--- config.mk ---
export PLATFORM = sky130hd
export DESIGN_NAME = miip_mii_port
export DESIGN_NICKNAME = d
export VERILOG_FILES = /design/src/design/miip_pkg.sv /design/src/design/miip_buf_if.sv /design/src/design/miip_buffer.sv /design/src/design/miip_mii_port.sv
export VERILOG_INCLUDE_DIRS = /design/src /design/src/design
export SDC_FILE = /design/constraint.sdc
export NUM_CORES = 1
export LEC_CHECK = 0
export ABC_AREA = 1
export BUFFER_PORTS_ARGS = -buffer_cell sky130_fd_sc_hd__buf_2
export CAP_MARGIN = 20
export CORE_UTILIZATION = 53
export CTS_CLUSTER_DIAMETER = 60
export CTS_CLUSTER_SIZE = 20
export DETAILED_ROUTE_END_ITERATION = 8
export PLACE_DENSITY_LB_ADDON = 0.05
export SYNTH_ARGS = -nofsm -noshare
export SYNTH_HDL_FRONTEND = slang
export SYNTH_HIERARCHICAL = 1
export SYNTH_SLANG_ARGS = --single-unit
--- constraint.sdc ---
create_clock -name clk_in -period 2.02 [get_ports clk_in]
set_input_delay 0.505 -clock clk_in [delete_from_list [all_inputs] [get_ports clk_in]]
set_output_delay 0.505 -clock clk_in [all_outputs]
set_load 0.05 [all_outputs]
--- src/design/miip_params.svh ---
`ifndef MIIP_PARAMS_SVH
`define MIIP_PARAMS_SVH
// Nibble width on both data buses.
`define MIIP_NIBBLE_W 4
// Clock rate of clk_in in kHz and the management clock half period in ns.
`define MIIP_CLK_KHZ 25000
`define MIIP_MDC_HALF_NS 200
// Half period of the management clock in clk_in cycles, rounded down, at least one.
`define MIIP_MDC_HALF_CYC ((`MIIP_MDC_HALF_NS * `MIIP_CLK_KHZ / 1000000) < 1 ? 1 : \
   (`MIIP_MDC_HALF_NS * `MIIP_CLK_KHZ / 1000000))
// Management frame length in bits and the bit at which the device turns the line round.
`define MIIP_MGMT_BITS 64
`define MIIP_MGMT_TURN_BIT 46
// Buffer depth in words.
`define MIIP_BUF_DEPTH 2
`endif

--- src/design/miip_pkg.sv ---
package miip_pkg;
   // Transmit sequencer states.
   typedef enum logic [1:0] {
      MIIP_TX_IDLE,
      MIIP_TX_LOW,
      MIIP_TX_HIGH
   } miip_tx_state_type;
   // Management sequencer states.
   typedef enum logic [1:0] {
      MIIP_MG_IDLE,
      MIIP_MG_SHIFT,
      MIIP_MG_DONE
   } miip_mg_state_type;
endpackage

--- src/design/miip_buf_if.sv ---
`timescale 1ns/100ps
`default_nettype none
interface miip_buf_if #(parameter int WIDTH = 9);
   logic [WIDTH-1:0] wr_data;
   logic wr_valid;
   logic wr_ready;
   logic [WIDTH-1:0] rd_data;
   logic rd_valid;
   logic rd_ready;
   modport store (input wr_data, input wr_valid, output wr_ready,
      output rd_data, output rd_valid, input rd_ready);
   modport user (output wr_data, output wr_valid, input wr_ready,
      input rd_data, input rd_valid, output rd_ready);
endinterface
`default_nettype wire

--- src/design/miip_buffer.sv ---
`timescale 1ns/100ps
`default_nettype none
`include "miip_params.svh"
module miip_buffer #(
   parameter int WIDTH = 9,
   parameter int DEPTH = `MIIP_BUF_DEPTH
) (
   // Clock, reset and enable.
   input wire logic clk_in,
   input wire logic reset_in,
   input wire logic enable_in,
   // Both sides of the store.
   miip_buf_if.store port
);
   localparam int AW = (DEPTH > 1) ? $clog2(DEPTH) : 1;
   logic [WIDTH-1:0] mem [DEPTH];
   logic [AW-1:0] wr_ptr;
   logic [AW-1:0] rd_ptr;
   logic [AW:0] count;
   logic do_wr;
   logic do_rd;

   ////////////////////////////////////////////////////////////////////////////
   // Full and empty come from the word count, so both are exact.
   assign port.wr_ready = (count != (AW+1)'(DEPTH));
   assign port.rd_valid = (count != '0);
   assign port.rd_data = mem[rd_ptr];
   assign do_wr = port.wr_valid && port.wr_ready;
   assign do_rd = port.rd_valid && port.rd_ready;

   // Storage entries, written one per accepted word.
   always_ff @(posedge clk_in) begin
      if (enable_in && do_wr) begin
         mem[wr_ptr] <= port.wr_data;
      end
   end

   // Pointers and count.
   always_ff @(posedge clk_in) begin
      if (reset_in) begin
         wr_ptr <= '0;
         rd_ptr <= '0;
         count <= '0;
      end else if (enable_in) begin
         if (do_wr) begin
            wr_ptr <= (wr_ptr == AW'(DEPTH - 1)) ? '0 : wr_ptr + AW'(1);
         end
         if (do_rd) begin
            rd_ptr <= (rd_ptr == AW'(DEPTH - 1)) ? '0 : rd_ptr + AW'(1);
         end
         count <= count + (AW+1)'(do_wr) - (AW+1)'(do_rd);
      end
   end
endmodule
`default_nettype wire

--- src/design/miip_mii_port.sv ---
`timescale 1ns/100ps
`default_nettype none
`include "miip_params.svh"
// Overview of operation
// Transmit frame data as four-bit nibbles.
// Transmit enable high only for data nibbles.
// Coding error with enable forces invalid symbols.
// PHY transmit clock times transmit outputs.
// PHY receive clock times receive sampling.
// Receive data accepted as nibbles.
// Nibbles count only while receive valid.
// Receive error marks current frame errored.
// PHY raises carrier on busy medium.
// PHY raises collision when detected.
// Device drives management clock for bits.
// Management data line is bidirectional.
// Launch on transmit clock, sample on receive rise.
// Synchronise carrier and collision before use.
module miip_mii_port #(
   parameter int NIB_W = `MIIP_NIBBLE_W,
   parameter int MGMT_BITS = `MIIP_MGMT_BITS,
   parameter int TURN_BIT = `MIIP_MGMT_TURN_BIT
) (
   // Clock, reset and enable.
   input wire logic clk_in,
   input wire logic reset_in,
   input wire logic enable_in,
   // User transmit side: one byte per word, low nibble sent first.
   input wire logic [7:0] tx_byte_in,
   input wire logic tx_error_in,
   input wire logic tx_last_in,
   input wire logic tx_valid_in,
   output logic tx_ready_out,
   // User receive side.
   output logic [NIB_W-1:0] rx_nibble_out,
   output logic rx_valid_out,
   output logic rx_frame_end_out,
   output logic rx_frame_error_out,
   input wire logic rx_ready_in,
   // Medium status toward the user.
   output logic carrier_out,
   output logic collision_out,
   // User management command.
   input wire logic [MGMT_BITS-1:0] mgmt_frame_in,
   input wire logic mgmt_start_in,
   output logic mgmt_busy_out,
   output logic [15:0] mgmt_read_data_out,
   // PHY transmit pins.
   input wire logic phy_transmit_clock_in,
   output logic [NIB_W-1:0] transmit_nibble_out,
   output logic transmit_enable_out,
   output logic transmit_coding_error_out,
   // PHY receive pins.
   input wire logic phy_receive_clock_in,
   input wire logic [NIB_W-1:0] phy_receive_nibble_in,
   input wire logic phy_receive_valid_in,
   input wire logic phy_receive_error_in,
   input wire logic phy_carrier_sense_in,
   input wire logic phy_collision_in,
   // Management pins.
   output logic mgmt_clock_out,
   input wire logic mgmt_data_in,
   output logic mgmt_data_out,
   output logic mgmt_data_oe_out
);
   localparam int MDC_HALF = `MIIP_MDC_HALF_CYC;
   localparam int SW = NIB_W + 7;

   ////////////////////////////////////////////////////////////////////////////
   // Two flip-flop synchronisers for every pin input.
   logic [SW-1:0] sync1;
   logic [SW-1:0] sync2;
   logic [SW-1:0] pins;
   assign pins = {phy_transmit_clock_in, phy_receive_clock_in, phy_receive_nibble_in,
      phy_receive_valid_in, phy_receive_error_in, phy_carrier_sense_in,
      phy_collision_in, mgmt_data_in};

   // The first stage feeds only the second stage.
   always_ff @(posedge clk_in) begin
      if (reset_in) begin
         sync1 <= '0;
         sync2 <= '0;
      end else if (enable_in) begin
         sync1 <= pins;
         sync2 <= sync1;
      end
   end

   logic txc;
   logic rxc;
   logic [NIB_W-1:0] rxd;
   logic rxdv;
   logic rxer;
   logic mdi;
   logic txc_d;
   logic rxc_d;
   assign txc = sync2[SW-1];
   assign rxc = sync2[SW-2];
   assign rxd = sync2[SW-3 -: NIB_W];
   assign rxdv = sync2[4];
   assign rxer = sync2[3];
   assign mdi = sync2[0];

   // Edge history of both link clocks.
   always_ff @(posedge clk_in) begin
      if (reset_in) begin
         txc_d <= 1'b0;
         rxc_d <= 1'b0;
      end else if (enable_in) begin
         txc_d <= txc;
         rxc_d <= rxc;
      end
   end

   logic tx_fall;
   logic rx_rise;
   assign tx_fall = txc_d && !txc; // Launch on falling edge so the PHY samples on rising.
   assign rx_rise = rxc && !rxc_d;

   // Carrier and collision are only used after synchronising.
   always_ff @(posedge clk_in) begin
      if (reset_in) begin
         carrier_out <= 1'b0;
         collision_out <= 1'b0;
      end else if (enable_in) begin
         carrier_out <= sync2[2];
         collision_out <= sync2[1];
      end
   end

   ////////////////////////////////////////////////////////////////////////////
   // Transmit path: byte split into two nibbles, launched on the PHY clock.
   miip_pkg::miip_tx_state_type tx_state;
   logic [7:0] tx_hold;
   logic tx_hold_err;
   assign tx_ready_out = (tx_state == miip_pkg::MIIP_TX_IDLE) ||
      (tx_state == miip_pkg::MIIP_TX_HIGH && tx_fall);

   always_ff @(posedge clk_in) begin
      if (reset_in) begin
         tx_state <= miip_pkg::MIIP_TX_IDLE;
         tx_hold <= 8'h00;
         tx_hold_err <= 1'b0;
         transmit_nibble_out <= '0;
         transmit_enable_out <= 1'b0;
         transmit_coding_error_out <= 1'b0;
      end else if (enable_in) begin
         if (tx_ready_out && tx_valid_in) begin
            tx_hold <= tx_byte_in;
            tx_hold_err <= tx_error_in;
         end
         unique case (tx_state)
            miip_pkg::MIIP_TX_IDLE: begin
               if (tx_valid_in) begin
                  tx_state <= miip_pkg::MIIP_TX_LOW;
               end
               if (tx_fall) begin
                  transmit_enable_out <= 1'b0;
                  transmit_coding_error_out <= 1'b0;
               end
            end
            miip_pkg::MIIP_TX_LOW: begin
               if (tx_fall) begin
                  transmit_nibble_out <= tx_hold[NIB_W-1:0];
                  transmit_enable_out <= 1'b1;
                  transmit_coding_error_out <= tx_hold_err;
                  tx_state <= miip_pkg::MIIP_TX_HIGH;
               end
            end
            miip_pkg::MIIP_TX_HIGH: begin
               if (tx_fall) begin
                  transmit_nibble_out <= tx_hold[7 -: NIB_W];
                  transmit_coding_error_out <= tx_hold_err;
                  tx_state <= tx_valid_in ? miip_pkg::MIIP_TX_LOW : miip_pkg::MIIP_TX_IDLE;
               end
            end
         endcase
      end
   end

   ////////////////////////////////////////////////////////////////////////////
   // Receive path: nibbles sampled on receive clock rise into a small buffer.
   miip_buf_if #(.WIDTH(NIB_W + 2)) rxb ();
   logic rx_in_frame;
   logic rx_err_seen;

   miip_buffer #(.WIDTH(NIB_W + 2)) rx_store (
      .clk_in(clk_in),
      .reset_in(reset_in),
      .enable_in(enable_in),
      .port(rxb.store)
   );

   // The error flag sticks for the frame; set wins over the start-of-frame clear.
   always_ff @(posedge clk_in) begin
      if (reset_in) begin
         rx_in_frame <= 1'b0;
         rx_err_seen <= 1'b0;
      end else if (enable_in && rx_rise) begin
         rx_in_frame <= rxdv;
         if (rxer && rxdv) begin
            rx_err_seen <= 1'b1;
         end else if (!rx_in_frame && rxdv) begin
            rx_err_seen <= 1'b0;
         end
      end
   end

   // A word whose valid is low carries the end-of-frame marker and the frame's sticky error flag.
   assign rxb.wr_valid = rx_rise && (rxdv || rx_in_frame);
   // The sticky flag only counts inside a frame, so a new frame never inherits an old error.
   assign rxb.wr_data = {rx_in_frame && !rxdv, (rx_err_seen && rx_in_frame) || (rxer && rxdv),
      rxd};
   assign rxb.rd_ready = !rx_valid_out || rx_ready_in;

   // Output register stage; a full buffer drops the nibble, which a 25 MHz user avoids.
   always_ff @(posedge clk_in) begin
      if (reset_in) begin
         rx_valid_out <= 1'b0;
         rx_nibble_out <= '0;
         rx_frame_end_out <= 1'b0;
         rx_frame_error_out <= 1'b0;
      end else if (enable_in && rxb.rd_ready) begin
         rx_valid_out <= rxb.rd_valid;
         rx_nibble_out <= rxb.rd_data[NIB_W-1:0];
         rx_frame_error_out <= rxb.rd_data[NIB_W];
         rx_frame_end_out <= rxb.rd_data[NIB_W+1];
      end
   end

   ////////////////////////////////////////////////////////////////////////////
   // Management port: divided clock, shift out, turn round for read data.
   miip_pkg::miip_mg_state_type mg_state;
   logic [MGMT_BITS-1:0] mg_shift;
   logic [$clog2(MGMT_BITS+1)-1:0] mg_bit;
   logic [$clog2(MDC_HALF+1)-1:0] mg_div;

   always_ff @(posedge clk_in) begin
      if (reset_in) begin
         mg_state <= miip_pkg::MIIP_MG_IDLE;
         mg_shift <= '0;
         mg_bit <= '0;
         mg_div <= '0;
         mgmt_clock_out <= 1'b0;
         mgmt_data_out <= 1'b0;
         mgmt_data_oe_out <= 1'b0;
         mgmt_read_data_out <= 16'h0000;
         mgmt_busy_out <= 1'b0;
      end else if (enable_in) begin
         unique case (mg_state)
            miip_pkg::MIIP_MG_IDLE: begin
               mgmt_clock_out <= 1'b0;
               mgmt_data_oe_out <= 1'b0;
               if (mgmt_start_in) begin
                  mg_shift <= mgmt_frame_in;
                  mg_bit <= '0;
                  mg_div <= '0;
                  mgmt_busy_out <= 1'b1;
                  mg_state <= miip_pkg::MIIP_MG_SHIFT;
               end
            end
            miip_pkg::MIIP_MG_SHIFT: begin
               if (mg_div == ($bits(mg_div))'(MDC_HALF - 1)) begin
                  mg_div <= '0;
                  mgmt_clock_out <= !mgmt_clock_out;
                  if (!mgmt_clock_out) begin
                     // Rising edge: PHY samples our bit, we sample its bit.
                     mgmt_read_data_out <= {mgmt_read_data_out[14:0], mdi};
                  end else begin
                     // Falling edge: launch next bit or release the line.
                     // Ending here rather than on a rise keeps the last high phase full length.
                     if (mg_bit == ($bits(mg_bit))'(MGMT_BITS)) begin
                        mg_state <= miip_pkg::MIIP_MG_DONE;
                     end
                     mgmt_data_out <= mg_shift[MGMT_BITS-1];
                     mgmt_data_oe_out <= (mg_bit < ($bits(mg_bit))'(TURN_BIT));
                     mg_shift <= {mg_shift[MGMT_BITS-2:0], 1'b0};
                     mg_bit <= mg_bit + 1'b1;
                  end
               end else begin
                  mg_div <= mg_div + 1'b1;
               end
            end
            miip_pkg::MIIP_MG_DONE: begin
               mgmt_clock_out <= 1'b0;
               mgmt_busy_out <= 1'b0;
               mgmt_data_oe_out <= 1'b0;
               mg_state <= miip_pkg::MIIP_MG_IDLE;
            end
         endcase
      end
   end
endmodule
`default_nettype wire

Yosys cells after proc, flatten, opt, wreduce, memory -nomap -nowiden
Memory sizes are Yosys's and may differ from the RTL's. A register that Yosys moved wholly into a read port is not among the register bits.
Cells that the tools add are included.
Word-level totals
  register bits after elaboration: 146
  RAM bits: 12
  input port bits: 91
  output and inout bits: 36
  logic and storage cells: 144
  memories: 1
Cells by class
  add/subtract/negate cells: 6
  order comparisons: 1
  equal/unequal tests: 16
  multiplexer cells: 42
  bitwise operators: 1
  reduce and logical (&&, ||, !) cells: 50
Memories
  rx_store.mem: words 2, width 6, read ports 1, clocked after Yosys merged registers in 1, wr ports 1, line miip_buffer.sv:16  | logic [WIDTH-1:0] mem [DEPTH];
Operators by type and width (count)
  two-way mux 64 bit: 3
  case mux 64 bit (2 select lines): 1
  two-way mux 7 bit: 3
  AND reduction 4 bit: 5
  != test 2 bit, second input constant: 9
  logical AND 1 bit: 14
  two-way mux 1 bit: 14
  two-way mux 2 bit: 7
  case mux 7 bit (2 select lines): 1
  case mux 2 bit (3 select lines): 2
  AND reduction 3 bit: 4
  nonzero test 2 bit: 6
  case mux 1 bit (2 select lines): 5
  AND reduction 2 bit: 5
  AND reduction 5 bit: 2
  two-way mux 4 bit: 2
  case mux 4 bit (2 select lines): 1
  adder 7 x 1 -> 7 bit, second input constant: 1
  equality test 7 bit, second input constant: 1
  less-than comparator 7 x 6 -> 1 bit, second input constant: 1
  logical NOT 1 bit: 6
  two-way mux 3 bit: 2
  case mux 3 bit (2 select lines): 1
  equality test 2 x 1 -> 1 bit, second input constant: 2
  other kinds (11): 18

Longest topological paths before layout
Gate-level depths: netlist of the first run.
  depth after elaboration: 7
  depth in mapped cells: 12
  depth with buffers taken out: 12

Cells and area by module
The synthesis of the first run kept the hierarchy.
By module, submodules not included
  miip_mii_port: instances 1, cells each 970, area an instance 6503.7 µm², seq. area each 2962.8 µm²
  miip_buffer: instances 1, cells each 66, area an instance 739.5 µm², seq. area each 460.4 µm²

Worst setup path after synthesis of the first run
No wires, ideal clock.
  kind: reg-to-reg
  start point: reg tx_state[0]
  end point: reg tx_hold[0]
  setup time: 65 ps
  arrival time: 1860 ps
  required time: 1955 ps
  setup slack: 95 ps
  stages on the path, launching flop included: 10
  buffers on the path: 1
  period minus slack after synthesis: 1925 ps
  path through: dfxtp_1 inv_1 ha_1 buf_6 inv_1 o21ai_2 nand3_1 clkinv_1 nor2_1 nor2_1
Between the ends
  word-level cells in the longest chain between the ends: 5
  elaborated cells between the ends (all ways): 6
  those cells by class: 1 x eq/ne; 5 x reduce/logical
Ends and longest elaborated chain
  start: declaration: line miip_mii_port.sv:133  | miip_pkg::miip_tx_state_type tx_state;
  start signal: assignment: line miip_mii_port.sv:141  | tx_state <= miip_pkg::MIIP_TX_IDLE;
  start signal: assignment: line miip_mii_port.sv:155  | tx_state <= miip_pkg::MIIP_TX_LOW;
  start signal: assignment: line miip_mii_port.sv:167  | tx_state <= miip_pkg::MIIP_TX_HIGH;
  equality test 2 bit: line miip_mii_port.sv:137  | (tx_state == miip_pkg::MIIP_TX_HIGH && tx_fall);
  logical AND 1 bit: line miip_mii_port.sv:137
  logical OR 1 bit (*): line miip_mii_port.sv:136  | assign tx_ready_out = (tx_state == miip_pkg::MIIP_TX_IDLE) ||
  via tx_ready_out: line miip_mii_port.sv:33  | output logic tx_ready_out,
  logical AND 1 bit (*): line miip_mii_port.sv:148  | if (tx_ready_out && tx_valid_in) begin
  AND reduction 2 bit (no line) (*)
  end signal: assignment: line miip_mii_port.sv:149  | tx_hold <= tx_byte_in;
  end: declaration: line miip_mii_port.sv:134  | logic [7:0] tx_hold;
Mark *: on every way through the listed nets, which the timed path passes. The rest lies on a longest branch.
A chain may end at the register's enable or synchronous reset.

Worst setup path after layout of the first run
  start point: reg tx_state[0]
  end point: out tx_ready_out
Between the ends
  word-level cells in the longest chain between the ends: 3
  elaborated cells between the ends (all ways): 4
  those cells by class: 1 x eq/ne; 3 x reduce/logical
Ends and longest elaborated chain (line)
  equality test 2 bit: miip_mii_port.sv:137
  logical AND 1 bit: miip_mii_port.sv:137
  logical OR 1 bit (*): miip_mii_port.sv:136
  end: declaration: miip_mii_port.sv:33
Every way passes the cells marked *; elsewhere a longest branch is shown, timed or not.

==> reports/metrics.cfg, run 1 <==
[synthesis]
ys_ff_latch = 165
ys_seq_area_share_pct = 47.26
syn-cell-area_um2 = 7243
synth_compound_area_share_pct = 11.04
synthSimpleGateAreaFrac_pct = 31.94
synth_warnings = 6
postSynthCellCount = 1036
synth_fa_ha_area_share_pct = 2.073
synth.mux.area_fraction_pct = 0.9328
ys_types = 34
netlist.area_leader.share_pct = 42.29
avgSynthCellArea_um2 = 6.992
ys_top_cells_by_area = dfxtp_1, nor2_1, nand2_1
synth_nets = 1139
synth_largest_area_cell = dfxtp_1
synth_top_family_by_area = simple AND/OR/NAND/NOR gates
synth_xor_area_share_pct = 0.1209

[placement]
io_buffers = 125
dpl-instance-area_um2 = 8048
dpl.cell_count = 1299
gp_congestion = 0.7940
dp_hpwl_um = 9853

[power]
p_int_mw = 6.215
pwr-share-seq_pct = 42.4
pwr-share-comb_pct = 21.1
p_leak_nw = 4.072
clockPowerShare_pct = 36.6
netSwitchingPower_mw = 2.845
switching_share_pct = 31.40
power_density_nw_per_um2 = 1045
ir_worst_vdd_mv = 0.6920

[layout]
utilization_pct = 65.23
area_growth_syn_to_layout_pct = 19.73
design_area_um2 = 8672
drive_gt1_share_pct = 17.32
stdcell_count = 1331
nets = 1245
n_antenna_cell = 0

[die]
die_h_um = 118.9
coreArea_um2 = 13300
die_x_um = 118.9
pin_count = 127
fp.dieArea_um2 = 14140
fp-row-count = 42
start_util_pct = 54.48

[route]
drt-initial-drc-count = 432
wl_um = 15370
via_per_inst = 4.874
post_drt_wl_per_cell_um = 11.55
dr_total_vias = 6487
drc_errors = 0
firstDrtPassIters = 4
ant_nets = 0

[critical_path]
max_stage_delay_ps = 330
path_cells = inv_1 -> ha_2 -> inv_2 -> o21ai_4 -> buf_6
critPathBufInv = 3
cp.required_ps = 1510
critical_path_class = reg2out
crit_path_max_fanout = 5
path_delay_family = flip-flops
arrival_ps = 1420
startpoint = tx_state[0]$_SDFFE_PP0P_
worstReg2RegStart = sync2[9]$_SDFFE_PP0P_
worst_setup_path_start_kind = register
cp-end-kind = output port
slowest_stage = dfxtp_2

[sta]
clock.fmax_ghz = 0.5207
fin_skew_ps = 9.055
tns_ps = 0
rsz0062_at_grt = false
post-route-period-util_pct = 95.08
finalMaxSlewViolations = 0
finalHoldViolCount = 0
slew_headroom_pct = 77.15
setup_viol = 0
period_minus_slack_ps = 1921
whs_ps = 297.0
worst_pin_slew_ps = 341.5

[grt]
grt_pass1_wl_um = 26340
grt.overflow.total = 0
grt_use_total_pct = 22.71
grt_pass1_vias = 5856
grt_max_degree = 68
antenna_found_initial = 0

[worst_hold_path]
min_from = phy_collision_in
hp-class = in2reg

[run]
cap_violations = 0

[run_status]
outcome = finished clean

[clocking]
clkSinkCount = 165
cts_setup_buffers = 0
cts_tree = built
cts_root_buffer = clkbuf_16
postCtsHoldBufs = 0
numCtsBuffers = 17
clock_path_buffers = 2
h-tree-depth = 4
clk_pin_slew_ps = 70
insertion_delay_ps = 430

## placed cells by master, fill, tap and decap left out, types with 4 or more instances in the layout
cell       instances
nand4_1            9
nor2_1           283
inv_2              5
buf_12             9
buf_2            124
ha_1              10
o21ai_0          118
inv_8              6
edfxtp_1          12
dfxtp_1          152
nand3_1           16
a21oi_1           21
inv_1             43
mux2_2             6
buf_4              9
o21ai_1           10
inv_6              4
clkbuf_16         17
nand2_2            4
nand2_1          268
## power by group through the flow
stage | logic, mW | clock network (mW) | registers (mW)
2_1_floorplan | 1.33 | 0 | 3.98
3_3_place_gp | 1.88 | 0 | 3.90
3_5_place_dp | 1.90 | 0 | 3.91
4_1_cts | 1.91 | 3.38 | 3.84
5_1_grt | 2.20 | 3.50 | 3.88
6_report | 1.91 | 3.31 | 3.84
## cell families after synthesis
| kind of cell | after synthesis |
|---|---|
| AOI/OAI and AO/OA | 156 |
| and+or+nand+nor | 590 |
| DFF | 165 |
| buffers and inverters | 106 |
| xor gates and xnor gates | 1 |
| muxes | 6 |
| adders and majority gates | 12 |
## timing repair
action | in CTS | in global routing
gates cloned | 0 | 0
endpoints found under the setup margin | 1 | 1
resized for setup | 2 | 4
pin swaps | 0 | 1
## stage by stage
step / total power, mW / worst slack, ps
6_report: 9.059 / 99.37
5_1_grt: 9.583 / 13.49
4_1_cts: 9.133 / 19.74
3_5_place_dp: 5.805 / 180.3
3_3_place_gp: 5.778 / 192.6
2_1_floorplan: 5.309 / 95.24
## per-layer routing
metal | global-route usage [%] | wire length (um)
met1 | 29.93 | 7579
met2 | 36.07 | 6848
met3 | 6.034 | 769
met4 | 7.437 | 172
met5 | 0 | 0
## synth_stat cells (all sizes together)
library cell / number
buf: 27
ha: 12
mux2: 6
o21a: 2
nand4: 9
o21ai: 130
nor3: 3
nand2: 272
xor2: 1
clkinv: 1
and3: 1
o21bai: 1
edfxtp: 12
a21oi: 21
nor3b: 1
dfxtp: 153
nor4: 1
nand3: 18
or2: 1
a211oi: 1
inv: 49
a31oi: 1
clkbuf: 29
nor2: 284
## worst register-to-register path, cell delays in order (launching register included)
cell     delay (ps)
dfxtp_1         310
inv_1            50
nor2_1          200
o21a_1          220
nand2_1          70
ha_1            270
inv_1            40
ha_1            200
nand2_1          90
nand2_1          50
nor2_1           90
nor2_1           50
nor2_1          100
## registers in the layout (all words and copies together) (netlist names), 2 cells and up, named ones only
name	flops
tx_hold	8
mg_bit	7
mg_state	2
transmit_nibble_out	4
sync1	11
mgmt_read_data_out	16
mg_shift	64
mg_div	3
rx_nibble_out	4
rx_store/count	2
tx_state	2
sync2	11
rx_store/mem	12
## final timing paths
path / to / slack [ps] / cells past startpoint
worst max-delay path: tx_ready_out / 100 / 5
worst min-delay path: sync1[1]$_SDFFE_PP0P_ / 300 / 3
worst max register to register: rx_store/count[1]$_SDFFE_PP0P_ / 230 / 12
worst min register to register: mgmt_data_out$_SDFFE_PP0P_ / 440 / 2
## final cells by class
cell class                 instances  area, um^2
clock buffer                      17       425.4
tap                              176       220.2
multi-input combinational        765        3352
timing repair buffer             143       879.6
sequential                       165        3425
clock inverter                    15       181.4
fill                            1260        4623
inverter                          50       188.9
Power figures use the tool's default switching activity.
==> run 2, diff against run 1 <==
--- a/config.mk
+++ b/config.mk
@@ -14,6 +14,7 @@
 export CTS_CLUSTER_SIZE = 20
 export DETAILED_ROUTE_END_ITERATION = 8
 export PLACE_DENSITY_LB_ADDON = 0.05
+export SETUP_SLACK_MARGIN = 0.1
 export SYNTH_ARGS = -nofsm -noshare
 export SYNTH_HDL_FRONTEND = slang
 export SYNTH_HIERARCHICAL = 1
==> constraint.sdc (replaced) <==
create_clock -name clk_in -period 2 [get_ports clk_in]
set_input_delay 0.5 -clock clk_in [delete_from_list [all_inputs] [get_ports clk_in]]
set_output_delay 0.5 -clock clk_in [all_outputs]
set_load 0.05 [all_outputs]
==> run 2 against run 1 <==
Against the previous run: hold slack worse by 0.54 ps; global-route usage is 0.20 points higher; core utilization is 0.057 points higher; count of clock-buffer cells in the layout is 3 higher; critical endpoint unchanged; largest power group unchanged.
==> reports/metrics.cfg, run 2 (synthesis results as in run 1) <==
[placement]
place_ws_ps = 203.6  ; was 180.3 ps
dpl-instance-area_um2 = 8030  ; was 8048 um^2
io_buffers = 125  ; unchanged
dp_hpwl_um = 9971  ; was 9853 um
gp_congestion = 0.8074  ; was 0.7940

[sta]
finalMaxSlewViolations = 0  ; unchanged
period_minus_slack_ps = 1832
finalWorstSetupSlack_ps = 168.3  ; was 99.37 ps
post-route-period-util_pct = 91.59
tns_ps = 0  ; unchanged
setup_viol = 0  ; unchanged
clock.fmax_ghz = 0.5459
slew_headroom_pct = 65.02  ; was 77.15%
fin_skew_ps = 10.16  ; was 9.055 ps
rsz0062_at_grt = true  ; was false
worst_pin_slew_ps = 524.7  ; was 341.5 ps
finalHoldViolCount = 0  ; unchanged

[layout]
final_cell_mix = nor2_1, nand2_1, dfxtp_1  ; unchanged
largestRegisters = mg_shift (64), mgmt_read_data_out (16), rx_store/mem (12)  ; unchanged
design_area_um2 = 8680  ; was 8672 um^2
nets = 1252  ; was 1245
n_antenna_cell = 0  ; unchanged
layout_commonest_cell = nor2_1  ; unchanged
largest_register_ffs = 64  ; unchanged
regMostFlops = mg_shift  ; unchanged
num-fill-cells = 1239  ; was 1260
drive_gt1_share_pct = 18.42  ; was 17.32%
area_growth_syn_to_layout_pct = 19.83  ; was 19.73%

[critical_path]
reg2reg_slack_ps = 230  ; about the same
critical_path_class = reg2out  ; unchanged
cp.required_ps = 1500  ; was 1510 ps
max_stage_delay_ps = 360  ; was 330 ps
slowest_stage = dfxtp_2  ; unchanged
cp-end-kind = output port  ; unchanged
reg2reg_depth = 11  ; was 12
crit_path_max_fanout = 3  ; was 5
startpoint = tx_state[1]$_SDFFE_PP0P_  ; was tx_state[0]$_SDFFE_PP0P_
worst_setup_path_start_kind = register  ; unchanged
worstReg2RegStart = mg_state[0]$_SDFFE_PP0P_  ; was sync2[9]$_SDFFE_PP0P_
reg2reg_to = mg_bit[5]$_SDFFE_PP0P_  ; was rx_store/count[1]$_SDFFE_PP0P_
path_cells = inv_1 -> ha_2 -> inv_2 -> o21ai_4 -> buf_6  ; unchanged
arrival_ps = 1330  ; was 1420 ps

[route]
drc_errors = 0  ; unchanged
via_per_inst = 4.858  ; was 4.874
dr_total_vias = 6500  ; was 6487
ant_nets = 0  ; unchanged
drt-initial-drc-count = 345  ; was 432
post_drt_wl_per_cell_um = 11.48  ; was 11.55 um
wl_um = 15360  ; was 15370 um
firstDrtPassIters = 4  ; unchanged

[power]
p_int_mw = 6.158  ; was 6.215 mW
pwr-share-comb_pct = 21.8  ; was 21.1%
p_leak_nw = 4.084  ; was 4.072 nW
power_density_nw_per_um2 = 1032  ; was 1045 nW/um^2
ir_worst_vdd_mv = 0.7504  ; was 0.6920 mV
switching_share_pct = 31.23  ; was 31.40%
pwr-share-seq_pct = 43.3  ; was 42.4%
fin_total_pwr_mw = 8.955  ; was 9.059 mW
clockPowerShare_pct = 34.9  ; was 36.6%
netSwitchingPower_mw = 2.797  ; was 2.845 mW

[worst_hold_path]
whs_path_depth = 3  ; unchanged
hp-class = in2reg  ; unchanged
hold_end = sync1[6]$_SDFFE_PP0P_  ; was sync1[1]$_SDFFE_PP0P_
min_from = phy_receive_nibble_in[1]  ; was phy_collision_in

[clocking]
clock_path_buffers = 2  ; unchanged
clkSinkCount = 165  ; unchanged
numCtsBuffers = 17  ; unchanged
postCtsHoldBufs = 0  ; unchanged
clk_pin_slew_ps = 60  ; was 70 ps
cts_tree = built  ; unchanged
h-tree-depth = 4  ; unchanged
insertion_delay_ps = 430  ; about the same
cts_root_buffer = clkbuf_16  ; unchanged

[die]
die_h_um = 118.9  ; unchanged
die_x_um = 118.9  ; unchanged
fp.dieArea_um2 = 14140  ; unchanged
start_util_pct = 54.48  ; unchanged
fp-row-count = 42  ; unchanged
coreArea_um2 = 13300  ; unchanged
pin_count = 127  ; unchanged

[run]
cap_violations = 0  ; unchanged

[grt]
grt_max_degree = 51  ; was 68
grt_pass1_vias = 6045  ; was 5856
grt.overflow.total = 0  ; unchanged
grt_use_total_pct = 22.91  ; was 22.71%
grt_pass1_wl_um = 26360  ; was 26340 um
antenna_found_initial = 0  ; unchanged

[run_status]
outcome = finished clean  ; unchanged

-- run 2: how the worst max path moves through the flow --
stage                     cells after the start  slack, ps                              to
after floorplan                              10        180  rx_store/count[1]$_SDFFE_PP0P_
after global placement                       10        220          mg_bit[6]$_SDFFE_PP0P_
after detailed placement                     10        200          mg_bit[6]$_SDFFE_PP0P_
after CTS                                     5        100                    tx_ready_out
after global routing                         11         70          mg_bit[5]$_SDFFE_PP0P_
final                                         5        170                    tx_ready_out
-- run 2: power groups by stage --
stage / clock [mW] / sequential, mW / combinational [mW]
final: 3.12 / 3.88 / 1.95
after global routing: 3.34 / 3.93 / 2.24
after CTS: 3.20 / 3.88 / 1.92
after detailed placement: 0 / 3.95 / 1.91
after global placement: 0 / 3.94 / 1.88
after floorplan: 0 / 4.02 / 1.34
-- run 2: layout make-up --
cell class / count / area, um^2 / share of cell area (%)
Clock inverter: 12 / 118.9 / 1.369
Sequential cell: 165 / 3426 / 39.47
Inverter: 50 / 191.4 / 2.206
Multi-Input combinational cell: 765 / 3386 / 39.01
Clock buffer: 20 / 446.7 / 5.146
Tap cell: 176 / 220.2 / 2.537
Timing Repair Buffer: 150 / 890.9 / 10.26
-- run 2: metrics by stage --
stage,hold WS (ps),cells,utilization [%]
floorplan,420.2,1036,-
global placement,429.4,1304,60.40
detailed placement,436.2,1304,60.40
CTS,281.9,1337,64.89
global route,296.3,1338,65.28
finish,296.5,1338,65.28
-- run 2: per-layer routing --
metal  wire length (um)  vias to the layer above  global-route usage [%]
met5                  0                        -                       0
met4                206                        0                   8.544
met3                782                       16                   5.891
met2               6954                      130                   38.38
met1               7418                     2862                   28.28
li1                   -                     3492                       -
-- run 2: repair_timing --
action                     CTS  global route
setup endpoints to repair    1            65
pin swaps                    2             0
setup buffers                1             0
gates cloned                 0             1
gates resized for setup      9             8
-- run 2: critical path: cells and delay by family (launching register included) --
family | cells | cell delay (ps)
buf+inv | 3 | 300
flops | 1 | 360
fa+ha+maj | 1 | 180
compound gates | 1 | 70
